===== src/core/tx_cfg_params.svh =====
// Offsets, field positions and reset values of the transmit configuration block
`ifndef TX_CFG_PARAMS_SVH
`define TX_CFG_PARAMS_SVH
`define A_TXCTL 4'h0
`define A_SYNCA 4'h1
`define A_SYNCF 4'h2
`define A_LINK 4'h3
`define A_MISC 4'h4
`define A_EXT 4'h5
`define A_MODE 4'h6
`define A_CMD 4'h7
`define A_DATA 4'h8
`define A_STAT 4'h9
`define A_X0 4'hA
`define A_X1 4'hB
`define A_X2 4'hC
`define A_X3 4'hD
`define A_X4 4'hE
`define TC_CRC 0
`define TC_RTS 1
`define TC_POLY 2
`define TC_EN 3
`define TC_BRK 4
`define TC_LEN 6:5
`define EN_XRD 6
`define EN_TXLVL 5
`define EN_REQT 4
`define EN_RXLVL 3
`define EN_ARTS 2
`define EN_AEOM 1
`define EN_AFLG 0
`define LK_FOU 2
`define LK_MARK 3
`define LK_PRE 7
`define MC_DMA 0
`define MC_REQM 2
`define MC_ECHO 3
`define MC_LOOP 4
`define EXT_WR7P 0
`define MD_AUTOEN 0
`define MD_STOP 3:2
`define MD_SYNC 5:4
`define CM_CRST 0
`define CM_HRST 1
`define CM_REOM 2
`define TXCTL_RST 8'h00
`define MODE_RST 8'h04
`define ZERO_RST 8'h00
`define POLY_C16 16'hA001
`define POLY_SDLC 16'h8408
`define REQ_DLY 3'd4
`define RX_HALF 4'h4
`endif


===== src/core/tx_cfg_pkg.sv =====
// Types shared by the transmit configuration block
package tx_cfg_pkg;
	typedef logic [7:0] byte_t;
	typedef struct packed {
		logic [3:0] addr;
		byte_t wdata;
		logic wr;
		logic rd;
	} reg_req_s;
	typedef enum {ST_IDLE, ST_OPEN, ST_DATA, ST_CRC, ST_CLOSE} tx_state_e;
endpackage : tx_cfg_pkg

===== src/core/serial_tx_cfg.sv =====
// Serial transmitter with its configuration and enhancement registers
//
// Local design decisions: the register addresses and the address-and-strobe port.
`timescale 1ns/100ps
`include "tx_cfg_params.svh"
module serial_tx_cfg #(
	parameter int TX_DEPTH = 4
) (
	input logic sys_clk,
	input logic rst_b,
	input tx_cfg_pkg::reg_req_s bus,
	output tx_cfg_pkg::byte_t rdata,
	input logic tx_clk,
	input logic rxd,
	input logic rx_char_sync,
	input logic rx_all_int_en,
	input logic [3:0] rx_fifo_count,
	input logic rx_special_load,
	output logic txd,
	output logic rts_b,
	output logic req_b,
	output logic tx_buf_irq,
	output logic tx_dma_req,
	output logic rx_avail_irq,
	output logic rx_special_irq,
	output logic crc16_sel,
	output logic crc_preset_ones,
	output tx_cfg_pkg::byte_t sync_address,
	output tx_cfg_pkg::byte_t sync_flag
);
	import tx_cfg_pkg::*;

	localparam int PW = $clog2(TX_DEPTH);

	function automatic logic [15:0] crc_step(input logic [15:0] c, input logic b, input logic [15:0] p);
		crc_step = (c >> 1) ^ ((c[0] ^ b) ? p : 16'h0000);
	endfunction : crc_step

	byte_t txctl_reg, txctl_next;
	byte_t synca_reg, synca_next;
	byte_t syncf_reg, syncf_next;
	byte_t enh_reg, enh_next;
	byte_t link_reg, link_next;
	byte_t misc_reg, misc_next;
	byte_t ext_reg, ext_next;
	byte_t mode_reg, mode_next;
	byte_t rdata_reg, rdata_next;
	byte_t status;
	logic [1:0] tck_sync_reg;
	logic [1:0] rxd_sync_reg;
	logic tck_d_reg;
	logic tx_fall;
	logic tx_rise;
	logic cmd_wr;
	logic chan_rst;
	logic eom_clr_cmd;
	logic txen;
	logic async_m;
	logic sdlc;
	logic x21;
	logic [15:0] poly;
	logic [15:0] preset;

	byte_t fifo_mem [TX_DEPTH];
	logic [PW-1:0] wp_reg, wp_next;
	logic [PW-1:0] rp_reg, rp_next;
	logic [PW:0] fcnt_reg, fcnt_next;
	logic fifo_empty;
	logic fifo_full;
	logic push;
	logic pop;

	tx_state_e st_reg, st_next;
	logic [15:0] sh_reg, sh_next, ld_sh;
	logic [4:0] cnt_reg, cnt_next, ld_cnt;
	logic [15:0] crc_reg, crc_next;
	logic crc_on_reg, crc_on_next;
	logic eom_reg, eom_next;
	logic txbit_reg, txbit_next;
	logic brk_reg, brk_next;
	logic last_reg, last_next;
	logic txd_reg, txd_next;
	logic avail;
	logic take;
	logic [3:0] nbits;
	byte_t dmask;
	logic [15:0] dat_sh;
	logic [4:0] dat_cnt;
	logic [15:0] idle_sh;
	logic [4:0] idle_cnt;

	logic rts_on_reg, rts_on_next;
	logic req_act_reg, req_act_next;
	logic [2:0] req_cnt_reg, req_cnt_next;
	logic tx_cond;

	// Tx clock and rxd come from the line side
	always_ff @(posedge sys_clk or negedge rst_b) begin
		if (!rst_b) begin
			// Idle level of the line clock, so no false edge follows reset
			tck_sync_reg <= 2'h3;
			rxd_sync_reg <= 2'h3;
			tck_d_reg <= 1'b1;
		end else begin
			tck_sync_reg <= {tck_sync_reg[0], tx_clk};
			rxd_sync_reg <= {rxd_sync_reg[0], rxd};
			tck_d_reg <= tck_sync_reg[1];
		end
	end
	assign tx_fall = tck_d_reg && !tck_sync_reg[1];
	assign tx_rise = !tck_d_reg && tck_sync_reg[1];

	assign cmd_wr = bus.wr && (bus.addr == `A_CMD);
	assign chan_rst = cmd_wr && (bus.wdata[`CM_CRST] || bus.wdata[`CM_HRST]);
	assign eom_clr_cmd = cmd_wr && bus.wdata[`CM_REOM];
	assign txen = txctl_reg[`TC_EN];
	assign async_m = mode_reg[`MD_STOP] != 2'b00;
	assign sdlc = !async_m && (mode_reg[`MD_SYNC] == 2'b10);
	assign x21 = !async_m && (mode_reg[`MD_SYNC] == 2'b00) && misc_reg[`MC_LOOP];
	assign poly = txctl_reg[`TC_POLY] ? `POLY_C16 : `POLY_SDLC;
	assign preset = {16{link_reg[`LK_PRE]}};
	assign status = {eom_reg, rts_on_reg, fifo_empty, fifo_full, st_reg != ST_IDLE, brk_reg, 2'b00};

	// Register file
	always_comb begin
		txctl_next = txctl_reg;
		synca_next = synca_reg;
		syncf_next = syncf_reg;
		enh_next = enh_reg;
		link_next = link_reg;
		misc_next = misc_reg;
		ext_next = ext_reg;
		mode_next = mode_reg;
		rdata_next = 8'h00;
		if (bus.wr) begin
			case (bus.addr)
				`A_TXCTL: txctl_next = bus.wdata;
				`A_SYNCA: synca_next = bus.wdata;
				`A_SYNCF: begin
					if (ext_reg[`EXT_WR7P])
						enh_next = {1'b0, bus.wdata[6:0]};
					else
						syncf_next = bus.wdata;
				end
				`A_LINK: link_next = bus.wdata;
				`A_MISC: misc_next = bus.wdata;
				`A_EXT: ext_next = bus.wdata;
				`A_MODE: mode_next = bus.wdata;
				default: ;
			endcase
		end
		// Enhancement register is left alone by both resets
		if (chan_rst) begin
			txctl_next[`TC_EN] = 1'b0;
			txctl_next[`TC_BRK] = 1'b0;
			txctl_next[`TC_RTS] = 1'b0;
		end
		if (cmd_wr && bus.wdata[`CM_HRST])
			mode_next = `MODE_RST;
		if (x21 && rx_char_sync)
			txctl_next[`TC_BRK] = 1'b0;
		if (bus.rd) begin
			case (bus.addr)
				`A_STAT: rdata_next = status;
				`A_X0: rdata_next = enh_reg[`EN_XRD] ? txctl_reg : status;
				`A_X1: rdata_next = enh_reg[`EN_XRD] ? mode_reg : status;
				`A_X2: rdata_next = enh_reg[`EN_XRD] ? enh_reg : status;
				`A_X3: rdata_next = enh_reg[`EN_XRD] ? link_reg : status;
				`A_X4: rdata_next = enh_reg[`EN_XRD] ? misc_reg : status;
				default: rdata_next = 8'h00;
			endcase
		end
	end

	always_ff @(posedge sys_clk or negedge rst_b) begin
		if (!rst_b) begin
			txctl_reg <= `TXCTL_RST;
			synca_reg <= `ZERO_RST;
			syncf_reg <= `ZERO_RST;
			enh_reg <= `ZERO_RST;
			link_reg <= `ZERO_RST;
			misc_reg <= `ZERO_RST;
			ext_reg <= `ZERO_RST;
			mode_reg <= `MODE_RST;
			rdata_reg <= `ZERO_RST;
		end else begin
			txctl_reg <= txctl_next;
			synca_reg <= synca_next;
			syncf_reg <= syncf_next;
			enh_reg <= enh_next;
			link_reg <= link_next;
			misc_reg <= misc_next;
			ext_reg <= ext_next;
			mode_reg <= mode_next;
			rdata_reg <= rdata_next;
		end
	end
	assign rdata = rdata_reg;
	assign sync_address = synca_reg;
	assign sync_flag = syncf_reg;
	assign crc16_sel = txctl_reg[`TC_POLY];
	assign crc_preset_ones = link_reg[`LK_PRE];

	// Transmit FIFO accepts data even while disabled
	assign fifo_empty = fcnt_reg == '0;
	assign fifo_full = fcnt_reg == (PW+1)'(TX_DEPTH);
	assign push = bus.wr && (bus.addr == `A_DATA) && !fifo_full;

	always_comb begin
		wp_next = wp_reg;
		rp_next = rp_reg;
		fcnt_next = fcnt_reg;
		if (push)
			wp_next = (wp_reg == PW'(TX_DEPTH - 1)) ? '0 : wp_reg + 1'b1;
		if (pop)
			rp_next = (rp_reg == PW'(TX_DEPTH - 1)) ? '0 : rp_reg + 1'b1;
		if (push && !pop)
			fcnt_next = fcnt_reg + 1'b1;
		else if (pop && !push)
			fcnt_next = fcnt_reg - 1'b1;
	end

	always_ff @(posedge sys_clk or negedge rst_b) begin
		if (!rst_b) begin
			wp_reg <= '0;
			rp_reg <= '0;
			fcnt_reg <= '0;
		end else begin
			wp_reg <= wp_next;
			rp_reg <= rp_next;
			fcnt_reg <= fcnt_next;
		end
	end

	always_ff @(posedge sys_clk) begin
		if (push)
			fifo_mem[wp_reg] <= bus.wdata;
	end

	// Character framing from the head of the FIFO
	always_comb begin
		unique case (txctl_reg[`TC_LEN])
			2'b00: begin
				if (!fifo_mem[rp_reg][7])
					nbits = 4'd5;
				else if (!fifo_mem[rp_reg][6])
					nbits = 4'd4;
				else if (!fifo_mem[rp_reg][5])
					nbits = 4'd3;
				else if (!fifo_mem[rp_reg][4])
					nbits = 4'd2;
				else
					nbits = 4'd1;
			end
			2'b01: nbits = 4'd7;
			2'b10: nbits = 4'd6;
			2'b11: nbits = 4'd8;
		endcase
		dmask = ~(8'hFF << nbits);
		if (async_m) begin
			dat_sh = (16'hFFFF << (nbits + 4'd1)) | {7'h00, fifo_mem[rp_reg] & dmask, 1'b0};
			dat_cnt = 5'(nbits) + 5'd1 + ((mode_reg[`MD_STOP] == 2'b01) ? 5'd1 : 5'd2);
		end else begin
			dat_sh = {8'hFF, fifo_mem[rp_reg] & dmask};
			dat_cnt = 5'(nbits);
		end
		// Marking idle is one bit long so a new character starts promptly
		if (!txen || async_m || (sdlc && link_reg[`LK_MARK])) begin
			idle_sh = 16'hFFFF;
			idle_cnt = 5'd1;
		end else if (sdlc) begin
			idle_sh = {8'hFF, syncf_reg};
			idle_cnt = 5'd8;
		end else if (mode_reg[`MD_SYNC] == 2'b01) begin
			idle_sh = {syncf_reg, synca_reg};
			idle_cnt = 5'd16;
		end else begin
			idle_sh = {8'hFF, synca_reg};
			idle_cnt = 5'd8;
		end
	end

	assign avail = !fifo_empty && txen;
	assign take = avail && (st_reg == ST_OPEN || st_reg == ST_DATA ||
		(st_reg == ST_IDLE && !(sdlc && enh_reg[`EN_AFLG])));

	// Shifter, CRC and end-of-message latch
	always_comb begin
		st_next = st_reg;
		sh_next = sh_reg;
		cnt_next = cnt_reg;
		crc_next = crc_reg;
		crc_on_next = crc_on_reg;
		eom_next = eom_reg;
		txbit_next = txbit_reg;
		brk_next = brk_reg;
		last_next = last_reg;
		ld_sh = sh_reg;
		ld_cnt = cnt_reg;
		pop = 1'b0;
		if (eom_clr_cmd) begin
			eom_next = 1'b0;
			crc_next = preset;
		end
		if (chan_rst) begin
			st_next = ST_IDLE;
			cnt_next = 5'd0;
			crc_next = preset;
			eom_next = 1'b0;
			brk_next = 1'b0;
			last_next = 1'b0;
		end else if (tx_fall) begin
			brk_next = txctl_reg[`TC_BRK];
			// CRC is abandoned once disabled; a partial character never is
			if (cnt_reg == 5'd0 || (st_reg == ST_CRC && !txen)) begin
				if (take) begin
					ld_sh = dat_sh;
					ld_cnt = dat_cnt;
					pop = 1'b1;
					st_next = ST_DATA;
					crc_on_next = txctl_reg[`TC_CRC];
					if (enh_reg[`EN_AEOM] && eom_reg) begin
						eom_next = 1'b0;
						crc_next = preset;
					end
				end else begin
					unique case (st_reg)
						ST_IDLE: begin
							if (avail) begin
								ld_sh = {8'hFF, syncf_reg};
								ld_cnt = 5'd8;
								st_next = ST_OPEN;
							end else begin
								ld_sh = idle_sh;
								ld_cnt = idle_cnt;
							end
						end
						ST_OPEN, ST_DATA: begin
							if (async_m) begin
								ld_sh = idle_sh;
								ld_cnt = idle_cnt;
								st_next = ST_IDLE;
							end else if (!eom_reg && txctl_reg[`TC_CRC]) begin
								eom_next = 1'b1;
								ld_sh = sdlc ? ~crc_next : crc_next;
								ld_cnt = 5'd16;
								st_next = ST_CRC;
							end else begin
								eom_next = 1'b1;
								ld_sh = sdlc ? {8'hFF, syncf_reg} : idle_sh;
								ld_cnt = sdlc ? 5'd8 : idle_cnt;
								st_next = sdlc ? ST_CLOSE : ST_IDLE;
							end
						end
						ST_CRC: begin
							ld_sh = sdlc ? {8'hFF, syncf_reg} : idle_sh;
							ld_cnt = sdlc ? 5'd8 : idle_cnt;
							st_next = sdlc ? ST_CLOSE : ST_IDLE;
						end
						ST_CLOSE: begin
							ld_sh = idle_sh;
							ld_cnt = idle_cnt;
							st_next = ST_IDLE;
						end
					endcase
				end
			end
			txbit_next = ld_sh[0];
			if (st_next == ST_DATA && crc_on_next && !async_m)
				crc_next = crc_step(crc_next, ld_sh[0], poly);
			sh_next = {1'b1, ld_sh[15:1]};
			cnt_next = ld_cnt - 5'd1;
			last_next = (st_next == ST_CLOSE) && (ld_cnt == 5'd1);
		end
		// Break and the loop paths override the shifter
		if (brk_reg)
			txd_next = 1'b0;
		else if (misc_reg[`MC_ECHO] || (misc_reg[`MC_LOOP] && !txen))
			txd_next = rxd_sync_reg[1];
		else
			txd_next = txbit_reg;
	end

	always_ff @(posedge sys_clk or negedge rst_b) begin
		if (!rst_b) begin
			st_reg <= ST_IDLE;
			sh_reg <= 16'hFFFF;
			cnt_reg <= 5'd0;
			crc_reg <= 16'h0000;
			crc_on_reg <= 1'b0;
			eom_reg <= 1'b0;
			txbit_reg <= 1'b1;
			brk_reg <= 1'b0;
			last_reg <= 1'b0;
			txd_reg <= 1'b1;
		end else begin
			st_reg <= st_next;
			sh_reg <= sh_next;
			cnt_reg <= cnt_next;
			crc_reg <= crc_next;
			crc_on_reg <= crc_on_next;
			eom_reg <= eom_next;
			txbit_reg <= txbit_next;
			brk_reg <= brk_next;
			last_reg <= last_next;
			txd_reg <= txd_next;
		end
	end
	assign txd = txd_reg;

	// Send request and request pins
	assign tx_cond = enh_reg[`EN_TXLVL] ? fifo_empty : !fifo_full;

	always_comb begin
		rts_on_next = 1'b0;
		// Next value, so the pin moves with the register write
		if (txctl_next[`TC_RTS])
			rts_on_next = 1'b1;
		else if (async_m && mode_reg[`MD_AUTOEN])
			rts_on_next = rts_on_reg && (!fifo_empty || st_reg != ST_IDLE);
		else if (sdlc && !link_reg[`LK_FOU] && enh_reg[`EN_ARTS])
			rts_on_next = rts_on_reg && !(tx_rise && last_reg) &&
				!(st_reg == ST_IDLE && fifo_empty && !last_reg);
		req_act_next = req_act_reg;
		req_cnt_next = 3'd0;
		if (tx_cond && !(bus.wr && bus.addr == `A_DATA)) begin
			req_act_next = 1'b1;
		end else if (req_act_reg) begin
			// Slow release keeps the base device's timing
			if (enh_reg[`EN_REQT] || req_cnt_reg == `REQ_DLY - 3'd1)
				req_act_next = 1'b0;
			else
				req_cnt_next = req_cnt_reg + 3'd1;
		end
	end

	always_ff @(posedge sys_clk or negedge rst_b) begin
		if (!rst_b) begin
			rts_on_reg <= 1'b0;
			req_act_reg <= 1'b0;
			req_cnt_reg <= 3'd0;
		end else begin
			rts_on_reg <= rts_on_next;
			req_act_reg <= req_act_next;
			req_cnt_reg <= req_cnt_next;
		end
	end
	assign rts_b = !rts_on_reg;
	assign req_b = !(req_act_reg && misc_reg[`MC_REQM]);
	assign tx_buf_irq = tx_cond;
	assign tx_dma_req = tx_cond && misc_reg[`MC_DMA];
	assign rx_avail_irq = rx_all_int_en &&
		(enh_reg[`EN_RXLVL] ? rx_fifo_count >= `RX_HALF : rx_fifo_count != 4'h0);
	assign rx_special_irq = rx_all_int_en && rx_special_load;
endmodule : serial_tx_cfg


===== config.mk =====
export PLATFORM = sky130hd
export DESIGN_NAME = serial_tx_cfg
export DESIGN_NICKNAME = d
export VERILOG_FILES = /design/src/core/tx_cfg_pkg.sv /design/src/core/serial_tx_cfg.sv
export VERILOG_INCLUDE_DIRS = /design/src /design/src/core
export SDC_FILE = /design/constraint.sdc
export NUM_CORES = 1
export LEC_CHECK = 0
export ABC_AREA = 1
export BUFFER_PORTS_ARGS = -buffer_cell sky130_fd_sc_hd__buf_2
export CORE_MARGIN = 2
export CORE_UTILIZATION = 45
export CTS_BUF_LIST = sky130_fd_sc_hd__clkbuf_16
export DETAILED_ROUTE_END_ITERATION = 10
export HOLD_SLACK_MARGIN = 0.03
export PLACE_DENSITY = 0.65
export SYNTH_ARGS = -nofsm -noshare
export SYNTH_HDL_FRONTEND = slang
export SYNTH_SLANG_ARGS = --single-unit
export TNS_END_PERCENT = 30

===== constraint.sdc =====
create_clock -name sys_clk -period 4.1 [get_ports sys_clk]
set_input_delay 0.82 -clock sys_clk [delete_from_list [all_inputs] [get_ports sys_clk]]
set_output_delay 0.82 -clock sys_clk [all_outputs]
set_load 0.01 [all_outputs]

# Yosys cells after proc, flatten, opt, wreduce, memory -nomap -nowiden

Memories as Yosys holds them, arrays and structs flattened.
Index checks and enable logic that the tools add are counted.

Order comparisons: 1
Shifts and indexed selects: 2
Mux-type cells: 111
Reduce and logical (&&, ||, !) cells: 96
Bitwise logic cells: 8
$add $sub $neg: 9
Equality and inequality tests: 34

Operators by type and width:

| operator              | number |
|---|---|
| $mux W16              | 23 |
| $mux W32              | 7 |
| $eq A32 B3 Y1 const B | 4 |
| $pmux W32 S4          | 1 |
| $eq A32 B2 Y1 const B | 3 |
| $mux W5               | 16 |
| $mux W8               | 9 |
| $logic_not A32 Y1     | 2 |
| $pmux W16 S4          | 1 |
| $pmux W8 S6           | 1 |
| $logic_and A1 B1 Y1   | 40 |
| $mux W1               | 34 |
| $eq A32 B1 Y1 const B | 1 |
| $eq A32 B4 Y1 const B | 1 |
| $reduce_bool A32 Y1   | 1 |
| $eq A4 B4 Y1 const B  | 7 |
| $mux W3               | 9 |
| $pmux W5 S4           | 1 |
| $reduce_and A2 Y1     | 9 |
| $logic_not A1 Y1      | 17 |
| $eq A4 B3 Y1 const B  | 4 |
| $not A16 Y16          | 1 |
| $or A16 B9 Y16        | 1 |
| $pmux W4 S4           | 1 |
| 35 further kinds      | 67 |

Bits of input ports: 25
Memories: 1
RAM bits: 32
Register bits: 155
Output and inout port bits: 33

Memories:

| memory   | depth | width | read ports | clocked after memory_dff | wr ports | line                | text |
|---|---|---|---|---|---|---|---|
| fifo_mem | 4     | 8     | 1          | 0                        | 1        | serial_tx_cfg.sv:64 | `byte_t fifo_mem [TX_DEPTH];` |

# Depth between registers and ports, before layout

An unclocked memory read counts as a cell.

Depth after elaboration: 21
Mapped depth: 25
Mapped depth without buffers: 23

# Worst setup path after synthesis

Ideal clock, no wire load.

Kind: input-to-reg
Start point: input bus[11] (netlist name)
End point: register fcnt_reg[2]
Library setup time: 0.131 ns
Buffers on the path: 1
Data arrival time: 3.105 ns
Required time: 3.969 ns
Stages on the path: 15
Slack: 0.864 ns
Path through: nand2_1 nor2_1 nand2_1 a21oi_1 inv_1 nand2_1 clkinv_1 clkbuf_1 nand2_1 ha_1 inv_1 fa_1 a21oi_1 o21ai_0 xor2_1

Cells in the longest elaborated chain, start to end: 7

RTL lines:

| item                                          | line                 | text |
|---|---|---|
| from (decl)                                   | serial_tx_cfg.sv:11  | `input tx_cfg_pkg::reg_req_s bus,` |
| $eq A4 B3 Y1 (no source line)                 | --                   |  |
| $logic_and A1 B1 Y1                           | serial_tx_cfg.sv:113 | `` assign cmd_wr = bus.wr && (bus.addr == `A_CMD); `` |
| $logic_and A1 B1 Y1                           | serial_tx_cfg.sv:114 | `` assign chan_rst = cmd_wr && (bus.wdata[`CM_CRST] \|\| bus.wdata[`CM_HRST]); `` |
| $mux W1                                       | serial_tx_cfg.sv:305 | `if (chan_rst) begin` |
| $logic_not A1 Y1                              | serial_tx_cfg.sv:217 | `if (push && !pop)` |
| $logic_and A1 B1 Y1                           | serial_tx_cfg.sv:217 |  |
| $mux W3 or $reduce_bool A2 Y1 (tied branches) | --                   |  |
| to (signal assigned)                          | serial_tx_cfg.sv:231 | `fcnt_reg <= fcnt_next;` |
| to (decl)                                     | serial_tx_cfg.sv:67  | `logic [PW:0] fcnt_reg, fcnt_next;` |

Several ways; a longest one is shown, not always the timed one.
A chain may end at the register's enable or synchronous reset.

# Worst setup path after layout

Start point: register rp_reg[0]
End point: register crc_reg[0]

Cells in the longest elaborated chain, start to end: 20

RTL lines:

| item                                           | line                                       | text |
|---|---|---|
| from (decl)                                    | serial_tx_cfg.sv:66                        | `logic [PW-1:0] rp_reg, rp_next;` |
| from (signal assigned)                         | serial_tx_cfg.sv:230                       | `rp_reg <= rp_next;` |
| $mem_v2 Z4 W8 (*)                              | --                                         |  |
| $mux W2                                        | serial_tx_cfg.sv:250                       | `else if (!fifo_mem[rp_reg][4])` |
| $mux W2                                        | serial_tx_cfg.sv:248                       | `else if (!fifo_mem[rp_reg][5])` |
| $mux W3                                        | serial_tx_cfg.sv:246                       | `else if (!fifo_mem[rp_reg][6])` |
| $mux W4                                        | serial_tx_cfg.sv:244                       | `if (!fifo_mem[rp_reg][7])` |
| $pmux W4 S4                                    | serial_tx_cfg.sv:242                       | `` unique case (txctl_reg[`TC_LEN]) `` |
| $add A4 B1 Y4 or $shl A8 B4 Y8 (tied branches) | serial_tx_cfg.sv:261, serial_tx_cfg.sv:259 |  |
| $shl A16 B4 Y16 or $not A8 Y8 (tied branches)  | serial_tx_cfg.sv:261, serial_tx_cfg.sv:259 |  |
| (+5 left out)                                  | --                                         |  |
| $mux W16 (*)                                   | serial_tx_cfg.sv:305                       |  |
| $xor A1 B1 Y1 (*)                              | serial_tx_cfg.sv:36                        | `crc_step = (c >> 1) ^ ((c[0] ^ b) ? p : 16'h0000);` |
| $mux W16 (*)                                   | serial_tx_cfg.sv:36                        |  |
| $xor A15 B16 Y16 (*)                           | serial_tx_cfg.sv:36                        |  |
| $mux W16 (*)                                   | serial_tx_cfg.sv:369                       | `if (st_next == ST_DATA && crc_on_next && !async_m)` |
| $mux W16 (*)                                   | serial_tx_cfg.sv:312                       | `end else if (tx_fall) begin` |
| $mux W16 (*)                                   | serial_tx_cfg.sv:305                       |  |
| named net crc_next[0]                          | serial_tx_cfg.sv:76                        | `logic [15:0] crc_reg, crc_next;` |
| to (signal assigned)                           | serial_tx_cfg.sv:400                       | `crc_reg <= crc_next;` |
| to (decl)                                      | serial_tx_cfg.sv:76                        |  |

Mark *: on every way through the listed nets, which the timed path passes. The rest lies on a longest branch. The select of a mux whose other input is x is not followed.

==> report_table.html <==
<table>
<tr><th>Metric</th><th>Value</th></tr>
<tr><th colspan="2">Run status</th></tr>
<tr><td>Run status</td><td>complete, no violations</td></tr>
<tr><th colspan="2">Power</th></tr>
<tr><td>Post-layout total power</td><td>7.70 mW</td></tr>
<tr><td>Clock Power Share</td><td>23.2%</td></tr>
<tr><td>Internal power</td><td>~4.2 mW</td></tr>
<tr><td>Fraction of power consumed by combinational cells</td><td>43.3%</td></tr>
<tr><td>Switching pwr</td><td>~3.5 mW</td></tr>
<tr><td>Power density of the placed cells</td><td>637 nW/um^2</td></tr>
<tr><td>Lkg Pwr</td><td>~5.7 nW</td></tr>
<tr><td>Switching power as a share of total power</td><td>45.3%</td></tr>
<tr><td>Largest voltage drop on the vdd net</td><td>between 0.2 and 0.3 mV</td></tr>
<tr><td>Sequential Power Share</td><td>between 30% and 40%</td></tr>
<tr><th colspan="2">Min path</th></tr>
<tr><td>Min-Delay Path Class</td><td>reg -&gt; reg</td></tr>
<tr><th colspan="2">Route</th></tr>
<tr><td>Vias post-DR</td><td>roughly 10k</td></tr>
<tr><td>DRC violations left</td><td>0</td></tr>
<tr><td>First DRT Iteration DRCs</td><td>1,093</td></tr>
<tr><td>Antenna violation net count after detailed routing</td><td>0</td></tr>
<tr><td>Length of the first detailed-routing pass in iterations</td><td>6</td></tr>
<tr><td>Post-Route WL</td><td>32.9 mm</td></tr>
<tr><td>Average routed wire per standard cell</td><td>~18 um</td></tr>
<tr><td>Vias per Instance</td><td>5.59</td></tr>
<tr><th colspan="2">Layout</th></tr>
<tr><td>Final Instance Count excl. Fillers</td><td>about 1.8k</td></tr>
<tr><td>Number of nets in the layout</td><td>1,504</td></tr>
<tr><td>Layout area overhead</td><td>11.8%</td></tr>
<tr><td>Footprint of the flip-flops and latches</td><td>a little under 5000 um^2</td></tr>
<tr><td>Number of filler cells placed in the layout</td><td>2,308</td></tr>
<tr><td>Fin util</td><td>about half</td></tr>
<tr><td>Share of final-layout standard cells stronger than drive strength 1</td><td>around an eighth</td></tr>
<tr><td>Area occupied by multi-input gates</td><td>between 5000 and 6000 um^2</td></tr>
<tr><td>Final design area excluding fillers</td><td>12,100 um^2</td></tr>
<tr><td>Antenna diode count</td><td>0</td></tr>
<tr><th colspan="2">Worst setup path</th></tr>
<tr><td>Required time of the worst setup path</td><td>4.44 ns</td></tr>
<tr><td>Cell Chain, Critical Path</td><td>clkinv_1, nand2_1, nand3_1, nand2_1, nand2_1, nand2_1, nand2_1, o21ai_0, inv_1, ha_1, ha_1, nand3_1, nand2_1, a21oi_1, nand3_1, nand2_1, nand3_1, nand3_1, nand2_1, nand2_1, nand2_1</td></tr>
<tr><td>Endpoint arrival time on the critical path</td><td>around 3.7 ns</td></tr>
<tr><td>Type of the setup path with the least slack</td><td>reg -&gt; reg</td></tr>
<tr><td>Type of element capturing the critical path</td><td>flip-flop</td></tr>
<tr><td>Type of origin of the critical path</td><td>flip-flop</td></tr>
<tr><td>CP max stage delay</td><td>about 0.36 ns</td></tr>
<tr><td>Most repeated library cell on the critical path</td><td>nand2_1</td></tr>
<tr><td>Worst-path cell with the longest stage delay</td><td>clkinv_1</td></tr>
<tr><td>Top fanout value on the critical path</td><td>17</td></tr>
<tr><th colspan="2">Clocking</th></tr>
<tr><td>CTS-repair resized insts</td><td>0</td></tr>
<tr><td>Insertion delay to the later sink of the worst-skew pair</td><td>0.44 ns</td></tr>
<tr><td>CTS Root Buffer Type</td><td>clkbuf_16</td></tr>
<tr><td>Sink count of the clock tree</td><td>187</td></tr>
<tr><td>Hold buffers post-CTS</td><td>0</td></tr>
<tr><td># H-tree levels</td><td>4</td></tr>
<tr><td>Number of buffers added for setup after CTS</td><td>0</td></tr>
<tr><td>Bufs on Longest Clock Path</td><td>2</td></tr>
<tr><td>Clock transition at the register clock pins on the worst setup and hold paths after CTS</td><td>approximately 0.090 ns</td></tr>
<tr><td>TritonCTS clock tree</td><td>done</td></tr>
<tr><td>CTS buffer count</td><td>17</td></tr>
<tr><th colspan="2">STA</th></tr>
<tr><td>Setup violation total in the final timing report</td><td>0</td></tr>
<tr><td>Setup_tns</td><td>0 ns</td></tr>
<tr><td>Final setup slack of the worst path</td><td>~0.7 ns</td></tr>
<tr><td>Final clock period utilization by the worst path</td><td>between 80% and 90%</td></tr>
<tr><td>Worst hold margin</td><td>between 0.3 and 0.4 ns</td></tr>
<tr><td>Unrepaired setup endpoints after global routing</td><td>false</td></tr>
<tr><td>Post-route minimum period</td><td>3.40 ns</td></tr>
<tr><td>Final Max Tran Viols</td><td>0</td></tr>
<tr><td>Headroom to the max-slew limit</td><td>40.5%</td></tr>
<tr><td>Worst clock skew on the final layout</td><td>~0.016 ns</td></tr>
<tr><td>Worst Max-Slew Pin Slew</td><td>roughly 0.89 ns</td></tr>
<tr><td>Number of failing hold endpoints at the final stage</td><td>0</td></tr>
<tr><td>Maximum achievable frequency</td><td>294 MHz</td></tr>
<tr><th colspan="2">Placement</th></tr>
<tr><td>Total instance count after detailed placement</td><td>approximately 1.8k</td></tr>
<tr><td>Port buffer count</td><td>57</td></tr>
<tr><td>Routability Congestion</td><td>0.946</td></tr>
<tr><td>Placement-stage cell area</td><td>11,400 um^2</td></tr>
<tr><td>Dpl hpwl</td><td>23.7 mm</td></tr>
<tr><td>Pre-CTS WS</td><td>slightly below 0.7 ns</td></tr>
<tr><th colspan="2">GRT</th></tr>
<tr><td>Maximum number of pins on one net before global-route repair</td><td>between 70 and 80</td></tr>
<tr><td>Combined global-route utilization of all metal layers</td><td>26.2%</td></tr>
<tr><td>Remaining global-route overflow</td><td>0</td></tr>
<tr><td>Global-route wire length before repair</td><td>just over 50 mm</td></tr>
<tr><td>Via count of the first global-routing pass</td><td>between 9k and 10k</td></tr>
<tr><td>Number of antenna violations at the first check in global routing</td><td>1</td></tr>
<tr><th colspan="2">Yosys</th></tr>
<tr><td>Share of synthesized flip-flops with an asynchronous set or reset</td><td>roughly 83%</td></tr>
<tr><td>Post-Syn Instances</td><td>~1.4k</td></tr>
<tr><td>Synth Warn #</td><td>0</td></tr>
<tr><td>EDFF count, synth</td><td>32</td></tr>
<tr><td>Total of flip-flops plus latches after synthesis</td><td>~190</td></tr>
<tr><td>Netlist Area Pre-Place</td><td>~11,000 um^2</td></tr>
<tr><td>Synthesized netlist net count</td><td>1,455</td></tr>
<tr><td>Average instance area after synthesis</td><td>slightly below 8 um^2</td></tr>
<tr><td>Ys flop type</td><td>dfrtp_1</td></tr>
<tr><td>Post-synthesis cell type count</td><td>56</td></tr>
<tr><td>Seq/Total Area, Yosys</td><td>between 40% and 50%</td></tr>
<tr><th colspan="2">Floorplan</th></tr>
<tr><td>Die outline area</td><td>approximately 25,000 um^2</td></tr>
<tr><td>Core Rows</td><td>56</td></tr>
<tr><td>Width of the chip</td><td>approximately 160 um</td></tr>
<tr><td>Floorplan die height</td><td>approximately 160 um</td></tr>
<tr><td>Standard cell core area</td><td>around 24,000 um^2</td></tr>
<tr><td>Initial core utilization</td><td>between 40 and 50%</td></tr>
<tr><td>Number of top-level pins</td><td>58</td></tr>
<tr><th colspan="2">Run</th></tr>
<tr><td>Count of max-cap constraint violations</td><td>0</td></tr>
</table>
layer usage:
metal | up-vias | global-route usage [%] | share of wire [%]
met3 | 81 | 3.57 | 7.9
met2 | 481 | 39.3 | 43
met5 | - | 0 | 0.043
met1 | 4688 | 38.1 | 45
li1 | 4735 | - | -
met4 | 2 | 11.3 | 4.2
Yosys cell counts, drive strengths merged (14+ instances only):
library cell	instances	share of area, %
nand2	318	12
dfrtp	132	31
nor2	187	7.5
o22ai	28	1.6
xor2	14	1.1
clkbuf	31	1.1
o21ai	180	8.4
ha	22	2.5
o211ai	16	1.3
dfstp	23	5.6
inv	187	6.5
a21oi	78	3.6
edfxtp	32	8.9
nand3	70	3.5
worst max-delay path: cells and delay by family, from the launching register on:
kind / cells / cell delay (ns)
compound gates: 2 / 0.42
fa+ha+maj: 2 / 0.47
buf+inv: 2 / 0.52
flops: 1 / 0.35
simple gates: 15 / 1.54
cell families (layout without fill, tap and decap cells):
logic type	after synthesis	in the layout	share of synthesized area, %
AOI/OAI and AO/OA	345	345	18.2
xor gates and xnor gates	15	15	1.22
adders and majority gates	24	24	2.92
buffers and inverters	235	297	8.43
DFF	187	187	45.1
muxes	1	1	0.104
and+or+nand+nor	599	599	24.0
power by group through the flow:
stage	Combinational, mW	Clock [mW]	Sequential [mW]
6_report	3.33	1.78	2.58
5_1_grt	3.71	1.88	2.62
4_1_cts	3.28	1.80	2.57
3_5_place_dp	3.25	0	2.61
3_3_place_gp	3.22	0	2.60
2_1_floorplan	2.36	0	2.52
placed cells by master, fill, tap and decap left out, types with 6 or more instances in the layout:
| cell | netlist | routed |
|---|---|---|
| nand2_1 | 306 | 306 |
| inv_1 | 176 | 176 |
| nor2_1 | 173 | 173 |
| o21ai_0 | 165 | 164 |
| dfrtp_1 | 132 | 132 |
| a21oi_1 | 77 | 77 |
| nand3_1 | 66 | 66 |
| buf_2 | 8 | 56 |
| edfxtp_1 | 32 | 32 |
| o22ai_1 | 28 | 28 |
| dfstp_2 | 23 | 23 |
| ha_1 | 22 | 22 |
| clkbuf_16 | 0 | 17 |
| xor2_1 | 14 | 14 |
| buf_4 | 0 | 14 |
| o21ai_1 | 13 | 13 |
| o211ai_1 | 12 | 12 |
| inv_2 | 11 | 11 |
| nand4_1 | 10 | 10 |
| nor3_1 | 8 | 8 |
| o221ai_1 | 8 | 8 |
| clkinv_1 | 6 | 6 |
| nor2_4 | 6 | 6 |
| nand2_2 | 6 | 6 |
| a22oi_1 | 6 | 6 |
| inv_12 | 0 | 6 |
worst paths after layout:
check / cells past startpoint / slack [ns] / from / end
worst min-delay path: 0 / 0.36 / rxd_sync_reg[0] / rxd_sync_reg[1]
max in group asynchronous: 2 / 2.91 / rst_b / sh_reg[14]
worst max register to register: 21 / 0.70 / rp_reg[0] / crc_reg[0]
worst max-delay path: 21 / 0.70 / rp_reg[0] / crc_reg[0]
worst min register to register: 0 / 0.36 / rxd_sync_reg[0] / rxd_sync_reg[1]
min in group asynchronous: 1 / 0.38 / rst_b / rp_reg[1]
layout make-up:
cell class              count  area share, %
clock buffers              17           3.52
multi-input cells         984           41.6
inverters                 193           6.00
well taps                 319           3.30
clock inverters            15           1.79
repair buffers             72           3.45
flip-flops and latches    187           40.3
No activity file was read; power rests on OpenSTA's default activity.
